[config.mk]
export PLATFORM = sky130hd
export DESIGN_NAME = period_match_timer_8bit
export DESIGN_NICKNAME = d
export VERILOG_FILES = /design/src/inc/period_timer_pkg.sv /design/src/rtl/period_match_timer_8bit.sv
export SDC_FILE = /design/constraint.sdc
export NUM_CORES = 1
export LEC_CHECK = 0
export BUFFER_PORTS_ARGS = -buffer_cell sky130_fd_sc_hd__buf_2
export CAP_MARGIN = 10
export CORE_MARGIN = 3
export CORE_UTILIZATION = 47
export DETAILED_ROUTE_END_ITERATION = 10
export PLACE_DENSITY = 0.87
export SLEW_MARGIN = 20
export SYNTH_ARGS = -nofsm -noshare
export SYNTH_HDL_FRONTEND = slang
export SYNTH_SLANG_ARGS = --single-unit
[constraint.sdc]
create_clock -name clock -period 1.84 [get_ports clock]
set_input_delay 0.184 -clock clock [delete_from_list [all_inputs] [get_ports clock]]
set_output_delay 0.184 -clock clock [all_outputs]
set_load 0.03 [all_outputs]
[src/inc/period_timer_pkg.sv]
`default_nettype none

package period_timer_pkg;

    // Register byte offsets on the slave bus
    localparam logic [4:0] OFS_COUNT  = 5'h00;
    localparam logic [4:0] OFS_LIMIT  = 5'h04;
    localparam logic [4:0] OFS_CTRL   = 5'h08;
    localparam logic [4:0] OFS_STATUS = 5'h0C;
    localparam logic [4:0] OFS_MASK   = 5'h10;

    // Values after reset
    localparam logic [7:0] COUNT_RESET = 8'h00;
    localparam logic [7:0] LIMIT_RESET = 8'hFF;

    // Instruction cycle is four system clocks
    localparam int         INSTR_DIV  = 4;
    localparam logic [1:0] PHASE_LAST = 2'(INSTR_DIV - 1);
    localparam logic [1:0] GATE_LAST  = 2'(INSTR_DIV - 1);

    // Prescale select codes and the last prescaler count for each
    localparam logic [1:0] PRE_SEL_1  = 2'h0;
    localparam logic [1:0] PRE_SEL_4  = 2'h1;
    localparam logic [3:0] PRE_LAST_1  = 4'h0;
    localparam logic [3:0] PRE_LAST_4  = 4'h3;
    localparam logic [3:0] PRE_LAST_16 = 4'hF;

    // Field positions
    localparam int CTRL_WIDTH     = 7;
    localparam int STAT_MATCH_BIT = 0;

    // Control register layout, bit 7 is not stored
    typedef struct packed {
        logic [3:0] postscale_select;
        logic       timer_run;
        logic [1:0] prescale_select;
    } timer_period_control_t;

    localparam timer_period_control_t CTRL_RESET = '0;

endpackage

`default_nettype wire

[src/rtl/period_match_timer_8bit.sv]
`timescale 1ns/1ps
`default_nettype none

module period_match_timer_8bit (
    input  wire logic        clock,
    input  wire logic        rst_b,
    input  wire logic [4:0]  address,
    input  wire logic        read,
    input  wire logic        write,
    input  wire logic [31:0] writedata,
    input  wire logic [3:0]  byteenable,
    output logic      [31:0] readdata,
    output logic             waitrequest,
    output logic             irq,
    output logic             pwm_match,
    output logic             gate_pulse,
    output logic             spi_shift_clock
);
    import period_timer_pkg::*;

    timer_period_control_t ctrl;
    logic [7:0]            period_count;
    logic [7:0]            period_limit;
    logic [1:0]            phase;
    logic [3:0]            pre_cnt;
    logic [3:0]            post_cnt;
    logic [1:0]            gate_cnt;
    logic                  match_irq_flag;
    logic                  match_irq_enable;
    logic                  wr_ok;
    logic                  rd_ok;
    logic                  cnt_wr;
    logic                  lim_wr;
    logic                  ctrl_wr;
    logic                  mask_wr;
    logic                  stat_rd;
    logic                  scaler_clr;
    logic                  q_tick;
    logic                  timer_tick;
    logic                  hit;
    logic                  post_done;
    logic [3:0]            pre_last;
    logic [31:0]           next_readdata;

    // Accepted transfers: the edge where waitrequest is seen low
    assign wr_ok   = write & ~waitrequest & byteenable[0];
    assign rd_ok   = read & ~waitrequest;
    assign cnt_wr  = wr_ok && (address == OFS_COUNT);
    assign lim_wr  = wr_ok && (address == OFS_LIMIT);
    assign ctrl_wr = wr_ok && (address == OFS_CTRL);
    assign mask_wr = wr_ok && (address == OFS_MASK);
    assign stat_rd = rd_ok && (address == OFS_STATUS);

    // Both writes restart the scalers; a tick in that cycle is dropped
    assign scaler_clr = cnt_wr | ctrl_wr;

    // Instruction-cycle tick only while the timer is on
    assign q_tick = ctrl.timer_run && (phase == PHASE_LAST);

    // Last prescaler count for the selected ratio
    always_comb begin
        case (ctrl.prescale_select)
            PRE_SEL_1: pre_last = PRE_LAST_1;
            PRE_SEL_4: pre_last = PRE_LAST_4;
            default:   pre_last = PRE_LAST_16;
        endcase
    end

    // Timer clock, comparator and postscaler terminal count
    assign timer_tick = q_tick && (pre_cnt == pre_last) && !scaler_clr;
    assign hit        = timer_tick && (period_count == period_limit);
    assign post_done  = hit && (post_cnt == ctrl.postscale_select);

    // Read mux, unmapped offsets read zero
    always_comb begin
        next_readdata = 32'h0000_0000;
        case (address)
            OFS_COUNT:  next_readdata[7:0] = period_count;
            OFS_LIMIT:  next_readdata[7:0] = period_limit;
            OFS_CTRL:   next_readdata[CTRL_WIDTH-1:0] = ctrl;
            OFS_STATUS: next_readdata[STAT_MATCH_BIT] = match_irq_flag;
            OFS_MASK:   next_readdata[STAT_MATCH_BIT] = match_irq_enable;
            default:    next_readdata = 32'h0000_0000;
        endcase
    end

    // One wait cycle per request, then one accept cycle
    always_ff @(posedge clock or negedge rst_b) begin
        if (!rst_b) begin
            waitrequest <= 1'b1;
        end else begin
            waitrequest <= ~((read | write) & waitrequest);
        end
    end

    // Read data captured one edge ahead so it stands at the accept edge
    always_ff @(posedge clock or negedge rst_b) begin
        if (!rst_b) begin
            readdata <= 32'h0000_0000;
        end else if (read && waitrequest) begin
            readdata <= next_readdata;
        end
    end

    // Instruction-cycle phase, frozen while off to save power
    always_ff @(posedge clock or negedge rst_b) begin
        if (!rst_b) begin
            phase <= 2'h0;
        end else if (ctrl.timer_run) begin
            phase <= phase + 2'h1;
        end
    end

    // Control register; top bit never stored
    always_ff @(posedge clock or negedge rst_b) begin
        if (!rst_b) begin
            ctrl <= CTRL_RESET;
        end else if (ctrl_wr) begin
            ctrl <= timer_period_control_t'(writedata[CTRL_WIDTH-1:0]);
        end
    end

    // Prescaler
    always_ff @(posedge clock or negedge rst_b) begin
        if (!rst_b) begin
            pre_cnt <= 4'h0;
        end else if (scaler_clr) begin
            pre_cnt <= 4'h0;
        end else if (q_tick) begin
            pre_cnt <= (pre_cnt == pre_last) ? 4'h0 : pre_cnt + 4'h1;
        end
    end

    // Count register; a control write never touches it
    always_ff @(posedge clock or negedge rst_b) begin
        if (!rst_b) begin
            period_count <= COUNT_RESET;
        end else if (cnt_wr) begin
            period_count <= writedata[7:0];
        end else if (timer_tick) begin
            period_count <= hit ? 8'h00 : period_count + 8'h01;
        end
    end

    // Period register
    always_ff @(posedge clock or negedge rst_b) begin
        if (!rst_b) begin
            period_limit <= LIMIT_RESET;
        end else if (lim_wr) begin
            period_limit <= writedata[7:0];
        end
    end

    // Postscaler, clocked by matches only
    always_ff @(posedge clock or negedge rst_b) begin
        if (!rst_b) begin
            post_cnt <= 4'h0;
        end else if (scaler_clr) begin
            post_cnt <= 4'h0;
        end else if (hit) begin
            post_cnt <= post_done ? 4'h0 : post_cnt + 4'h1;
        end
    end

    // Sticky flag; only a bit that was actually returned is cleared,
    // so an event landing between capture and accept is kept
    always_ff @(posedge clock or negedge rst_b) begin
        if (!rst_b) begin
            match_irq_flag <= 1'b0;
        end else begin
            match_irq_flag <= post_done |
                (match_irq_flag & ~(stat_rd & readdata[STAT_MATCH_BIT]));
        end
    end

    // Interrupt enable
    always_ff @(posedge clock or negedge rst_b) begin
        if (!rst_b) begin
            match_irq_enable <= 1'b0;
        end else if (mask_wr) begin
            match_irq_enable <= writedata[STAT_MATCH_BIT];
        end
    end

    // Level interrupt, one cycle behind the flag
    always_ff @(posedge clock or negedge rst_b) begin
        if (!rst_b) begin
            irq <= 1'b0;
        end else begin
            irq <= match_irq_flag & match_irq_enable;
        end
    end

    // Unscaled match and serial shift clock
    always_ff @(posedge clock or negedge rst_b) begin
        if (!rst_b) begin
            pwm_match       <= 1'b0;
            spi_shift_clock <= 1'b0;
        end else begin
            pwm_match <= hit;
            if (hit) begin
                spi_shift_clock <= ~spi_shift_clock;
            end
        end
    end

    // Gate pulse: one instruction cycle long; matches are at least
    // one instruction cycle apart so a pulse never overlaps the next
    always_ff @(posedge clock or negedge rst_b) begin
        if (!rst_b) begin
            gate_pulse <= 1'b0;
            gate_cnt   <= 2'h0;
        end else if (hit) begin
            gate_pulse <= 1'b1;
            gate_cnt   <= GATE_LAST;
        end else if (gate_cnt != 2'h0) begin
            gate_cnt <= gate_cnt - 2'h1;
        end else begin
            gate_pulse <= 1'b0;
        end
    end

    // Checks

    a_match_wrap: assert property (@(posedge clock) disable iff (!rst_b)
        hit |=> (period_count == 8'h00) && pwm_match)
        else $error("count did not wrap on match");

    a_count_step: assert property (@(posedge clock) disable iff (!rst_b)
        (timer_tick && !hit && !cnt_wr) |=> (period_count == $past(period_count) + 8'h01))
        else $error("count did not advance by one");

    a_pre_div: assert property (@(posedge clock) disable iff (!rst_b)
        (timer_tick && ctrl.prescale_select == PRE_SEL_4 && !ctrl_wr && !cnt_wr)
        |=> !timer_tick [*8] ##1 !timer_tick [*4])
        else $error("divide by four ticks too early");

    a_post_flag: assert property (@(posedge clock) disable iff (!rst_b)
        post_done |=> match_irq_flag && (post_cnt == 4'h0))
        else $error("postscaler completion lost");

    a_clear_scaler: assert property (@(posedge clock) disable iff (!rst_b)
        scaler_clr |=> (pre_cnt == 4'h0) && (post_cnt == 4'h0))
        else $error("scalers not cleared by write");

    a_ctrl_keep: assert property (@(posedge clock) disable iff (!rst_b)
        ctrl_wr |=> $stable(period_count))
        else $error("control write changed count");

    a_off_hold: assert property (@(posedge clock) disable iff (!rst_b)
        (!ctrl.timer_run && !cnt_wr) |=> $stable(period_count) && !pwm_match
        && $stable(post_cnt))
        else $error("timer moved while off");

    a_gate_width: assert property (@(posedge clock) disable iff (!rst_b)
        $rose(gate_pulse) |-> gate_pulse [*4] ##1 !gate_pulse)
        else $error("gate pulse not one instruction cycle");

    a_irq_level: assert property (@(posedge clock) disable iff (!rst_b)
        (match_irq_flag && match_irq_enable) |=> irq)
        else $error("enabled flag gave no interrupt");

    a_ctrl_top: assert property (@(posedge clock) disable iff (!rst_b)
        (rd_ok && address == OFS_CTRL) |-> (readdata[31:7] == 25'h0))
        else $error("control top bit read non-zero");

    a_reset_vals: assert property (@(posedge clock)
        $rose(rst_b) |-> (period_limit == LIMIT_RESET) && (period_count == COUNT_RESET))
        else $error("wrong reset values");

endmodule

`default_nettype wire

==> results.md <==
* Register area at approximately 0.0013 sq mm
* Layout cell share with drive strength beyond 1 at 0.347
* Run status: finished, final reports clean
* EDFF count, synth at 0
* Tmin final at 1.78 ns
* Crit end category: flip-flop
* P_sw at roughly 0.0009 W
* Worst slew margin at 0.611
* Clock transition at the registers of the reported paths at about 0.09 ns
* Fillcell total at between 500 and 600
* Inserted Diodes at 0
* Die X at between 80 and 90 microns
* Cells after Synth at 280
* Global route overflow at 0
* Largest net degree at the start of global routing at 28
* Post-synthesis instance area at between 0.002 and 0.003 sq mm
* CP max stage cell: dfstp_2
* Hold crit path type: input pin to flip-flop
* Most frequent cells in the layout: dfrtp_1, buf_2, buf_4
* Post-DP HPWL at 4.87 mm
* Max capacitance violation total at 0
* Die H at around 85 microns
* Comb pwr share at 0.243
* Crit-path cells: and3b_2, nor3b_4, a211oi_4, buf_6, nand4b_1, a31oi_1
* DP Area at 0.00323 sq mm
* All-Layer GR Usage at 0.186
* DRC Markers at 0
* Most common cell after layout, fill and taps aside: dfrtp_1
* Clock share of power at 0.280
* Worst Tran Pin Value at around 0.58 ns
* Top Ports at 82
* Final Hold Fails at 0
* # rows at 28
* Area of the multi-input gates at roughly 0.0015 sq mm
* Final setup violation count at 0
* Area Overhead vs Synth at 15.1%
* Pwr Density at 846 mW/mm^2
* WL per Instance at around 16 microns
* Layout Nets at around 380
* CP arrival at approximately 2 ns
* P_int at roughly 0.002 W
* Critical path class: flip-flop to flip-flop
* Clk buf depth at 2
* DRT Pass-1 Iters at 4
* Flops & latches, synth at 50
* Clock Skew at 0.0120 ns
* CTS tree: yes
* Switching Share at 0.312
* Largest delay contributor family on the critical path: flip-flops
* First-pass GRT wire length at 10.6 mm
* Ys Warns at 0
* Sequential fraction of the synthesis area at 0.426
* Worst-path maximum fanout at 5
* Max stage delay on crit path at between 0.5 and 0.6 ns
* Antenna violations before repair at 0
* Avg Inst Size Synth at approximately 11 sq um
* Clock root buffer: clkbuf_8
* Final Cycle Share at 0.967
* Fmax at roughly 560 MHz
* Initial Util at 0.492
* H-tree depth at 2
* Startpoint types: flip-flop
* Finished layout cell area at around 0.0034 sq mm
* Synth Flop Type: dfrtp_1
* WP data required at ~2.1 ns
* Via count at ~2,300
* Area contributors post-synth: dfrtp_1, dfstp_2, buf_4, mux2_2, mux2_4
* DRT iter0 DRCs at 118
* Unique masters post-synth at 55
* GP Congestion at about 0.9
* Die area at between 0.007 and 0.008 sq mm
* Buffers & Inverters on Critical Path at 1
* Final WL at 6.57 mm
* CTS sink cnt at 50
* Antenna Violating Nets Remaining at 0
* Vias in the first global route at roughly 2,200
* Non-Filler Instances at between 400 and 500
* Post-Place Cells at slightly below 400
* Peak supply drop at ~0.00051 V
* Sequential fraction of design power at 0.477
* Fin Hold WS at between 0.02 and 0.03 ns
* RSZ-0062 raised after global routing: true
* Max-slew violation count at 0
* Port buffer count at 30
* Leak at 1.61 nW
* Synth top area share at 0.346
* Worst skew pair latency at just over 0.3 ns
* Placeable Area at ~0.006 sq mm
* Ys async rst share at 1.00
* Leading area contributor after synthesis: dfrtp_1
* Inserted Clock Buffers at 5
* Via density at approximately 5.6
==> path summary, 6_finish.rpt <==
check,start,to,slack (ns),cells past startpoint
min in group asynchronous,rst_b,irq,0.40,2
max in group asynchronous,rst_b,period_limit[1],0.83,3
min,write,waitrequest,0.03,2
min reg2reg,spi_shift_clock,spi_shift_clock,0.48,1
max,waitrequest,period_count[7],0.06,6
max reg2reg,waitrequest,period_count[7],0.06,6
==> area by class of cell <==
type	instances	share of cell area
clock buffers	7	0.0253
clock inverters	1	0.00880
multi-input cells	214	0.452
inverters	4	0.00440
repair buffers	58	0.111
well taps	75	0.0275
flip-flops and latches	50	0.371
==> kinds of logic after synthesis <==
kind of cell               synth area share
and+or+nand+nor                       0.179
AOI/OAI and AO/OA                     0.132
DFF                                   0.426
buffers and inverters                0.0920
muxes                                 0.104
xor gates and xnor gates             0.0443
adders and majority gates            0.0211
other                               0.00127
==> per-layer routing <==
metal / track usage / vias to the layer above / routed length (microns)
li1: - / 1063 / -
met1: 0.250 / 1133 / 2970
met2: 0.289 / 70 / 3160
met3: 0.0350 / 13 / 306
met4: 0.0849 / 0 / 136
met5: 0 / - / 0
==> registers in the layout (all words and copies together), names as in the netlist, 2 cells and up <==
| name | cells |
|---|---|
| ctrl | 7 |
| gate_cnt | 2 |
| period_count | 8 |
| period_limit | 8 |
| phase | 2 |
| post_cnt | 4 |
| pre_cnt | 4 |
| readdata | 8 |
==> power groups by stage <==
stage	clock network (W)	registers [W]	logic [W]
after floorplan	0	0.00137	0.000512
after global routing	0.000883	0.00139	0.000777
after CTS	0.000823	0.00136	0.000696
after global placement	0	0.00137	0.000659
after detailed placement	0	0.00138	0.000687
final	0.000807	0.00138	0.000702
==> stage by stage <==
stage / power [W] / utilization / setup slack [ns] / setup TNS [ns]
after floorplan: 0.00188 / - / -0.0448 / -0.0496
after global placement: 0.00203 / 0.536 / 0.0582 / 0
after detailed placement: 0.00207 / 0.536 / 0.0210 / 0
after CTS: 0.00288 / 0.558 / 0.00949 / 0
after global routing: 0.00305 / 0.566 / -0.00334 / -0.00660
final: 0.00289 / 0.566 / 0.0600 / 0
==> synth_stat cells (3+ instances only) <==
library cell / instances
nand4_1: 4
a31oi_1: 8
nor2_1: 12
ha_1: 5
clkbuf_1: 6
and2_1: 3
mux2_4: 7
mux2_2: 10
inv_1: 4
nand4b_1: 4
o21ai_0: 13
dfstp_2: 9
mux2i_1: 9
o21ai_1: 4
a21oi_1: 7
nand2_1: 24
buf_2: 3
dfrtp_1: 41
o21ai_2: 4
and3_1: 4
nor3_1: 5
nand3_1: 13
a22o_1: 6
buf_4: 24
xnor2_1: 5
xor2_1: 10
==> what timing repair did <==
item / CTS / global route
hold buffers: 1 / 0
buffers inserted: 0 / 3
gates cloned: 0 / 0
gates resized for setup: 1 / 9
pin swaps: 0 / 3
setup endpoints to repair: 1 / 10
hold endpoints to repair: 16 / 0
Note: power is estimated with default switching activity, not from simulation.
